--- config.mk ---
export PLATFORM = sky130hd
export DESIGN_NAME = rtcpw_top
export DESIGN_NICKNAME = d
export VERILOG_FILES = /design/src/design/rtcpw_pkg.sv /design/src/design/rtcpw_unlock.sv /design/src/design/rtcpw_window.sv /design/src/design/rtcpw_top.sv
export SDC_FILE = /design/constraint.sdc
export NUM_CORES = 1
export LEC_CHECK = 0
export ABC_AREA = 1
export BUFFER_PORTS_ARGS = -buffer_cell sky130_fd_sc_hd__clkbuf_2
export CAP_MARGIN = 5
export CORE_MARGIN = 2
export CORE_UTILIZATION = 58
export CTS_CLUSTER_DIAMETER = 120
export CTS_CLUSTER_SIZE = 8
export DETAILED_ROUTE_END_ITERATION = 8
export PLACE_DENSITY = 0.78
export SYNTH_ARGS = -nofsm -noshare
export SYNTH_HDL_FRONTEND = slang
export SYNTH_SLANG_ARGS = --single-unit
--- constraint.sdc ---
create_clock -name aclk -period 2.45 [get_ports aclk]
set_input_delay 0.245 -clock aclk [delete_from_list [all_inputs] [get_ports aclk]]
set_output_delay 0.245 -clock aclk [all_outputs]
set_load 0.02 [all_outputs]
--- src/design/rtcpw_pkg.sv ---
// package: register map, field positions and types for the calendar window front end
package rtcpw_pkg;
    // register byte offsets on the axi4-lite bus
    localparam logic [4:0] rtcpw_off_clk_cfg = 5'h00;
    localparam logic [4:0] rtcpw_off_alm_cfg = 5'h04;
    localparam logic [4:0] rtcpw_off_time_win = 5'h08;
    localparam logic [4:0] rtcpw_off_alm_win = 5'h0c;
    localparam logic [4:0] rtcpw_off_unlock = 5'h10;
    localparam logic [4:0] rtcpw_off_pad_cfg = 5'h14;
    // field positions
    localparam int rtcpw_ptr_lsb = 8;
    localparam int rtcpw_oe_bit = 10;
    localparam int rtcpw_wren_bit = 13;
    localparam int rtcpw_sel_bit = 1;
    localparam int rtcpw_ttl_bit = 0;
    // reset values
    localparam logic [15:0] rtcpw_clk_cfg_rst = 16'h0000;
    localparam logic [15:0] rtcpw_alm_cfg_rst = 16'h0000;
    localparam logic [1:0] rtcpw_pad_cfg_rst = 2'h0;
    localparam logic [15:0] rtcpw_cal_rst = 16'h0000;
    // unlock key values
    localparam logic [7:0] rtcpw_key_first = 8'h55;
    localparam logic [7:0] rtcpw_key_second = 8'haa;
    // cycles the unlock stays open after the second key
    localparam logic [1:0] rtcpw_unlock_cycles = 2'h1;
    localparam logic [1:0] rtcpw_ptr_min = 2'h0;
    localparam logic [1:0] rtcpw_axi_okay = 2'h0;
    localparam logic [1:0] rtcpw_axi_slverr = 2'h2;

    // one bus access seen by a window
    typedef struct packed {
        logic rd;
        logic wr_lo;
        logic wr_hi;
        logic [15:0] wdata;
    } rtcpw_acc_t;
endpackage : rtcpw_pkg

--- src/design/rtcpw_unlock.sv ---
// unlock key sequencer: opens a one-cycle window after 55h then aah
`timescale 1ns/1ns
`default_nettype none
module rtcpw_unlock (
    // clock and reset
    input wire logic aclk,
    input wire logic aresetn,
    // key writes
    input wire logic key_wr,
    input wire logic [7:0] key_data,
    // unlock window open
    output logic open_o
);
    import rtcpw_pkg::*;
    typedef enum logic [1:0] {rtcpw_idle, rtcpw_got55, rtcpw_open} rtcpw_ukst_t;
    rtcpw_ukst_t st_r;
    rtcpw_ukst_t st_nxt;

    always_comb begin
        st_nxt = rtcpw_idle;
        case (st_r)
            rtcpw_idle: begin
                if (key_wr && key_data == rtcpw_key_first) st_nxt = rtcpw_got55;
            end
            rtcpw_got55: begin
                if (key_wr && key_data == rtcpw_key_second) st_nxt = rtcpw_open;
                else if (key_wr && key_data == rtcpw_key_first) st_nxt = rtcpw_got55;
                else if (!key_wr) st_nxt = rtcpw_got55;
            end
            // open for exactly one cycle, any other access closes it
            default: begin
                if (key_wr && key_data == rtcpw_key_first) st_nxt = rtcpw_got55;
            end
        endcase
    end

    always_ff @(posedge aclk) begin
        if (!aresetn) st_r <= rtcpw_idle;
        else st_r <= st_nxt;
    end

    assign open_o = (st_r == rtcpw_open);
endmodule : rtcpw_unlock
`default_nettype wire

--- src/design/rtcpw_window.sv ---
// one pointer window: 2-bit auto-decrementing pointer over register pairs
`timescale 1ns/1ns
`default_nettype none
module rtcpw_window #(
    parameter int NPAIR = 4
) (
    // clock and reset
    input wire logic aclk,
    input wire logic aresetn,
    // pointer load from config register
    input wire logic ptr_ld,
    input wire logic [1:0] ptr_ld_val,
    // window access
    input wire rtcpw_pkg::rtcpw_acc_t acc,
    input wire logic wr_allow,
    // state
    output logic [1:0] ptr_o,
    output logic [15:0] rdata_o
);
    import rtcpw_pkg::*;
    logic [7:0] hi_r [NPAIR];
    logic [7:0] lo_r [NPAIR];
    logic [1:0] ptr_r;
    logic dec;
    logic hi_used;

    // pointer walks down and sticks at zero; reads and high-byte writes step it
    assign dec = acc.rd || acc.wr_hi;
    // pair 3 high byte is unused in either window
    assign hi_used = (ptr_r != 2'h3);
    assign rdata_o = {hi_used ? hi_r[ptr_r] : 8'h00, lo_r[ptr_r]};
    assign ptr_o = ptr_r;

    always_ff @(posedge aclk) begin
        if (!aresetn) ptr_r <= rtcpw_ptr_min;
        else if (ptr_ld) ptr_r <= ptr_ld_val;
        else if (dec && ptr_r != rtcpw_ptr_min) ptr_r <= ptr_r - 2'h1;
    end

    // storage for each pair; writes land at the pointer before it steps
    for (genvar i = 0; i < NPAIR; i++) begin : g_pair
        always_ff @(posedge aclk) begin
            if (!aresetn) begin
                hi_r[i] <= 8'h00;
                lo_r[i] <= 8'h00;
            end else if (wr_allow && ptr_r == 2'(i)) begin
                if (acc.wr_hi && i != 3) hi_r[i] <= acc.wdata[15:8];
                if (acc.wr_lo) lo_r[i] <= acc.wdata[7:0];
            end
        end
    end
endmodule : rtcpw_window
`default_nettype wire

--- src/design/rtcpw_top.sv ---
// calendar register window front end with axi4-lite slave
`timescale 1ns/1ns
`default_nettype none
// Behaviour
// - time pointer bits 9:8 select time pair
// - time pairs: minsec, wdayhour, monthday, year
// - time high write decrements pointer, stops 00
// - at 00 stays on minutes/seconds
// - alarm pointer bits 9:8 select alarm pair
// - alarm pairs: minsec, wdayhour, monthday, none
// - alarm high write decrements pointer, stops 00
// - alarm at 00 stays until reloaded
// - alarm window read decrements alarm pointer
// - time window read decrements time pointer
// - any read width decrements exactly once
// - low byte writes leave pointer unchanged
// - select bit: seconds clock or alarm pulse
// - pin driven only with output enable
// - time writes need value-write enable set
// - enable settable only right after 55h,aah
module rtcpw_top (
    // clock and reset
    input wire logic aclk,
    input wire logic aresetn,
    // axi4-lite write address
    input wire logic awvalid,
    output logic awready,
    input wire logic [4:0] awaddr,
    input wire logic [2:0] awprot,
    // axi4-lite write data
    input wire logic wvalid,
    output logic wready,
    input wire logic [31:0] wdata,
    input wire logic [3:0] wstrb,
    // axi4-lite write response
    output logic bvalid,
    input wire logic bready,
    output logic [1:0] bresp,
    // axi4-lite read address
    input wire logic arvalid,
    output logic arready,
    input wire logic [4:0] araddr,
    input wire logic [2:0] arprot,
    // axi4-lite read data
    output logic rvalid,
    input wire logic rready,
    output logic [31:0] rdata,
    output logic [1:0] rresp,
    // timekeeping sources
    input wire logic sec_clk,
    input wire logic alarm_pulse,
    // board-facing pin and pad control
    output logic clk_out_pin,
    output logic port_input_level_select
);
    import rtcpw_pkg::*;

    logic aw_got_r;
    logic w_got_r;
    logic [4:0] aw_addr_r;
    logic [31:0] w_data_r;
    logic [3:0] w_strb_r;
    logic [15:0] clk_cfg_r;
    logic [15:0] alm_cfg_r;
    logic [1:0] pad_r;
    logic clk_out_r;
    logic unlock_open;
    logic open_hold_r;
    logic [1:0] tptr;
    logic [1:0] aptr;
    logic [15:0] twin_rd;
    logic [15:0] awin_rd;

    assign awready = !aw_got_r && !bvalid;
    assign wready = !w_got_r && !bvalid;
    assign arready = !rvalid;

    // write path: both channels captured in either order, then committed
    wire wr_go = aw_got_r && w_got_r && !bvalid;
    wire [4:0] wa = aw_addr_r;
    wire lo_en = w_strb_r[0];
    wire hi_en = w_strb_r[1];
    wire wr_clk = wr_go && wa == rtcpw_off_clk_cfg;
    wire wr_alm = wr_go && wa == rtcpw_off_alm_cfg;
    wire wr_twin = wr_go && wa == rtcpw_off_time_win;
    wire wr_awin = wr_go && wa == rtcpw_off_alm_win;
    wire wr_key = wr_go && wa == rtcpw_off_unlock && lo_en;
    wire wr_pad = wr_go && wa == rtcpw_off_pad_cfg;
    wire wr_map = wr_clk || wr_alm || wr_twin || wr_awin || wr_key || wr_pad ||
                  (wr_go && wa == rtcpw_off_unlock);

    // read path: decode at the address handshake
    wire rd_go = arvalid && arready;
    wire rd_twin = rd_go && araddr == rtcpw_off_time_win;
    wire rd_awin = rd_go && araddr == rtcpw_off_alm_win;
    wire rd_map = araddr == rtcpw_off_clk_cfg || araddr == rtcpw_off_alm_cfg || araddr == rtcpw_off_time_win ||
                  araddr == rtcpw_off_alm_win || araddr == rtcpw_off_unlock || araddr == rtcpw_off_pad_cfg;
    logic [15:0] rd_mux;
    assign rd_mux = (araddr == rtcpw_off_clk_cfg) ? {clk_cfg_r[15:10], tptr, clk_cfg_r[7:0]} :
                    (araddr == rtcpw_off_alm_cfg) ? {alm_cfg_r[15:10], aptr, alm_cfg_r[7:0]} :
                    (araddr == rtcpw_off_time_win) ? twin_rd :
                    (araddr == rtcpw_off_alm_win) ? awin_rd :
                    (araddr == rtcpw_off_pad_cfg) ? {14'h0000, pad_r} : 16'h0000;

    // enable bit may rise only while the unlock is open or held for the next write; clearing is always allowed
    wire wren_now = clk_cfg_r[rtcpw_wren_bit];
    wire wren_new = hi_en ? w_data_r[rtcpw_wren_bit] : wren_now;
    // a bus write needs several cycles, so the one-cycle unlock is held until the next write commits
    wire unlock_eff = unlock_open || open_hold_r;
    wire wren_nxt = (wren_new && !wren_now) ? unlock_eff : wren_new;

    rtcpw_acc_t tacc;
    rtcpw_acc_t aacc;
    // one read handshake is one access whatever the byte lanes asked for
    assign tacc = '{rd: rd_twin, wr_lo: wr_twin && lo_en, wr_hi: wr_twin && hi_en, wdata: w_data_r[15:0]};
    assign aacc = '{rd: rd_awin, wr_lo: wr_awin && lo_en, wr_hi: wr_awin && hi_en, wdata: w_data_r[15:0]};

    rtcpw_unlock u_unlock (
        .aclk(aclk),
        .aresetn(aresetn),
        .key_wr(wr_key),
        .key_data(w_data_r[7:0]),
        .open_o(unlock_open)
    );

    rtcpw_window #(.NPAIR(4)) u_time (
        .aclk(aclk),
        .aresetn(aresetn),
        .ptr_ld(wr_clk && hi_en),
        .ptr_ld_val(w_data_r[9:8]),
        .acc(tacc),
        .wr_allow(wren_now),
        .ptr_o(tptr),
        .rdata_o(twin_rd)
    );

    rtcpw_window #(.NPAIR(4)) u_alarm (
        .aclk(aclk),
        .aresetn(aresetn),
        .ptr_ld(wr_alm && hi_en),
        .ptr_ld_val(w_data_r[9:8]),
        .acc(aacc),
        .wr_allow(1'b1),
        .ptr_o(aptr),
        .rdata_o(awin_rd)
    );

    // the next committed write of any kind uses up the unlock
    always_ff @(posedge aclk) begin
        if (!aresetn) open_hold_r <= 1'b0;
        else if (wr_go) open_hold_r <= 1'b0;
        else if (unlock_open) open_hold_r <= 1'b1;
    end

    // channel capture
    always_ff @(posedge aclk) begin
        if (!aresetn) begin
            aw_got_r <= 1'b0;
            aw_addr_r <= 5'h00;
        end else if (awvalid && awready) begin
            aw_got_r <= 1'b1;
            aw_addr_r <= {awaddr[4:2], 2'h0};
        end else if (wr_go) begin
            aw_got_r <= 1'b0;
        end
    end

    always_ff @(posedge aclk) begin
        if (!aresetn) begin
            w_got_r <= 1'b0;
            w_data_r <= 32'h0000_0000;
            w_strb_r <= 4'h0;
        end else if (wvalid && wready) begin
            w_got_r <= 1'b1;
            w_data_r <= wdata;
            w_strb_r <= wstrb;
        end else if (wr_go) begin
            w_got_r <= 1'b0;
        end
    end

    always_ff @(posedge aclk) begin
        if (!aresetn) begin
            bvalid <= 1'b0;
            bresp <= rtcpw_axi_okay;
        end else if (wr_go) begin
            bvalid <= 1'b1;
            bresp <= wr_map ? rtcpw_axi_okay : rtcpw_axi_slverr;
        end else if (bready) begin
            bvalid <= 1'b0;
        end
    end

    always_ff @(posedge aclk) begin
        if (!aresetn) begin
            rvalid <= 1'b0;
            rdata <= 32'h0000_0000;
            rresp <= rtcpw_axi_okay;
        end else if (rd_go) begin
            rvalid <= 1'b1;
            rdata <= {16'h0000, rd_mux};
            rresp <= rd_map ? rtcpw_axi_okay : rtcpw_axi_slverr;
        end else if (rready) begin
            rvalid <= 1'b0;
        end
    end

    // configuration registers; pointer bits live in the windows, halfsec/sync unused here
    always_ff @(posedge aclk) begin
        if (!aresetn) begin
            clk_cfg_r <= rtcpw_clk_cfg_rst;
        end else if (wr_clk) begin
            if (lo_en) clk_cfg_r[7:0] <= w_data_r[7:0];
            if (hi_en) clk_cfg_r[15:8] <= {w_data_r[15] & wren_now, 1'b0, wren_nxt, 2'h0,
                                           w_data_r[rtcpw_oe_bit], 2'h0};
        end
    end

    always_ff @(posedge aclk) begin
        if (!aresetn) alm_cfg_r <= rtcpw_alm_cfg_rst;
        else if (wr_alm) begin
            if (lo_en) alm_cfg_r[7:0] <= w_data_r[7:0];
            if (hi_en) alm_cfg_r[15:8] <= {w_data_r[15:10], 2'h0};
        end
    end

    always_ff @(posedge aclk) begin
        if (!aresetn) pad_r <= rtcpw_pad_cfg_rst;
        else if (wr_pad && lo_en) pad_r <= w_data_r[1:0];
    end

    // pin output registered so it stays glitch free at the board
    wire out_src = pad_r[rtcpw_sel_bit] ? sec_clk : alarm_pulse;
    always_ff @(posedge aclk) begin
        if (!aresetn) clk_out_r <= 1'b0;
        else clk_out_r <= clk_cfg_r[rtcpw_oe_bit] & out_src;
    end
    assign clk_out_pin = clk_out_r;
    assign port_input_level_select = pad_r[rtcpw_ttl_bit];
endmodule : rtcpw_top
`default_nettype wire

==> impl_results.md <==
- CTS tree: done
- Critical path startpoint category: flop
- Die Area: 15800 µm²
- Post-CTS setup buffers: 0
- Post-synth top flop: edfxtp_1
- Min-delay worst type: in -> reg
- Rel. slew slack: 0.510
- Sink Count: 194
- Final std cells w/o fill: 1252
- Root buf cell: clkbuf_16
- CP Max Fanout: 8
- Max Clock Freq: 483 MHz
- Count leader, synth: nor2_1
- Iter 0 DRT Violations: 686
- Synth unique cells: 27
- CTS buffer count: 17
- Total GRT Usage: 0.265
- Final WL: 20300 µm
- Antenna violations before repair: 0
- Outcome: completed
- GRT overflow: 0
- Final setup viols: 0
- Cell area after synthesis: 8610 µm²
- Via Count: 6990
- Fin Clk Skew: 0.00867 ns
- VDD IR max: 636 µV
- FF-to-FF setup slack: 0.38 ns
- CTS max path bufs: 2
- Mean Syn Cell Area: 8.55 µm²
- Vias in the first global route: 6657
- Pwr Density: 702 nW/µm²
- Remaining DRCs: 0
- Crit Path Class: reg -> reg
- Req. time, crit path: 2.54 ns
- Diode count: 0
- Max cap viols: 0
- Mapped Cells: 1007
- Register bit count reported by yosys: 194
- RSZ-0062 raised after global routing: false
- Area fraction of the dominant cell type after synthesis: 0.391
- First-pass GRT wire length: 32900 µm
- Area leader, netlist: edfxtp_1
- CORE AREA: 14500 µm²
- H-tree depth: 4
- Ys Warns: 0
- Dpl cells: 1220
- Remaining antenna violation count after routing: 0
- Synth top cells by count: nor2_1, nand2_1, o21ai_0
- Final hold vios: 0
- Fin crit share: 0.845
- Via density: 5.58
- Clk Latency, worst-skew pair: 0.44 ns
- GP Congestion: 0.873
- # resized after CTS: 0
- Die Wd: 126 µm
- CP Data Arrival Time: 2.16 ns
- Worst-path clk slew: 0.07 ns
- Setup TNS: 0 ns
- Hold_buf cts: 0
- Row count: 44
- Layout Nets: 1124
- Tmin final: 2.07 ns
- WL per Instance: 16.2 µm
- Number of flops mapped to enable cells by yosys: 112
- Asr flop ratio synth: 0
- Leakage: 3.85 nW
- Sequential share of the synthesized area: 0.581
- Port Buffer Count: 59
- DR pass1 iterations: 6
- Area growth, synth to finish: 11.1%
- CP Capture Type: flop
- Max Slew Vio Count: 0
- Io pins: 104
- Largest net degree at the start of global routing: 37
- Hold slack: 0.0795 ns
- Ratio of cells with drive above 1 in the final layout: 0.106
- Worst Tran Pin Value: 0.735 ns
- Initial Util: 0.592
- Die height: 126 µm
- Detailed Place HPWL: 14100 µm
- Largest cells by area after synthesis: edfxtp_1, dfxtp_1, nor2_1
==> worst max-delay path, cell delays in order, from the launching register on <==
cell     delay, ns
dfxtp_1       0.34
inv_2         0.06
nand3_1       0.21
nor2_4        0.23
nand3_1       0.14
nor3_4        0.33
nand2_1       0.09
nand2_1       0.32
==> registers in the layout (all words and copies together) (netlist names), 3 cells and up, named ones only <==
register      count
w_data_r         16
u_alarm.hi_r     24
u_time.hi_r      24
rdata            16
u_alarm.lo_r     32
u_time.lo_r      32
aw_addr_r         3
alm_cfg_r        14
clk_cfg_r        11
==> cells in the final DEF, fill, tap and decap left out <==
cell type	instances
nor2_1	205
nand2_1	172
o21ai_0	114
edfxtp_1	112
dfxtp_1	82
inv_1	81
nand3_1	72
a21oi_1	63
clkbuf_2	59
conb_1	18
clkbuf_16	18
buf_4	17
nand4_1	9
ha_1	8
nor3_1	6
nor4_1	5
inv_4	4
clkbuf_8	3
clkinv_2	3
clkbuf_1	3
nor2_4	2
or2_2	2
inv_2	1
nor3_4	1
nor2_2	1
o211a_1	1
clkinv_1	1
nor3_2	1
o21a_1	1
a211oi_1	1
a31oi_1	1
clkinvlp_4	1
==> metal layers <==
layer	vias up	routed length (µm)	global-route usage
li1	3392	-	-
met1	3305	8390	0.334
met2	259	10400	0.461
met3	34	1070	0.0544
met4	0	426	0.0840
met5	-	0	0
==> path summary, 6_finish.rpt <==
check	startpoint	end	cells after the start
setup / recovery	bvalid$_SDFFE_PN0P_	u_time.lo_r[3][3]$_SDFFCE_PN0P_	7
hold / removal	alarm_pulse	clk_out_pin$_SDFF_PN0_	3
setup reg to reg	bvalid$_SDFFE_PN0P_	u_time.lo_r[3][3]$_SDFFCE_PN0P_	7
hold reg to reg	clk_cfg_r[5]$_SDFFE_PN0P_	clk_cfg_r[5]$_SDFFE_PN0P_	2
==> kinds of logic after synthesis <==
group	Yosys count	share of synthesized area
AO/OA/AOI/OAI	181	0.107
adder cells (fa/ha/maj)	8	0.0116
buffers and inverters	147	0.0727
flip-flops	194	0.581
other	1	0.000436
AND/OR/NAND/NOR	476	0.227
==> metrics by stage <==
step	worst slack, ns	cell area, µm²	power (mW)	util
6_report	0.379	9570	6.72	0.658
5_1_grt	0.248	9570	6.93	0.658
4_1_cts	0.394	9570	6.72	0.658
3_5_place_dp	0.418	9010	4.17	0.620
3_3_place_gp	0.457	9010	4.15	0.620
2_1_floorplan	0.585	8670	4.01	-
==> power by group <==
part	switching (mW)	total, mW	internal [mW]
clock	1.18	2.61	1.44
combinational	0.363	0.486	0.123
sequential	0.0607	3.62	3.56
total	1.60	6.72	5.12
==> area by class of cell <==
| type | instances | area, µm² |
|---|---|---|
| repair buffers | 76 | 423 |
| clock inverters | 8 | 47.5 |
| flip-flops and latches | 194 | 5000 |
| inverters | 83 | 312 |
| clock buffers | 24 | 503 |
| multi-input cells | 683 | 3050 |
| fillers | 1198 | 4970 |
| well taps | 184 | 230 |
(Power assumes the default switching activity.)
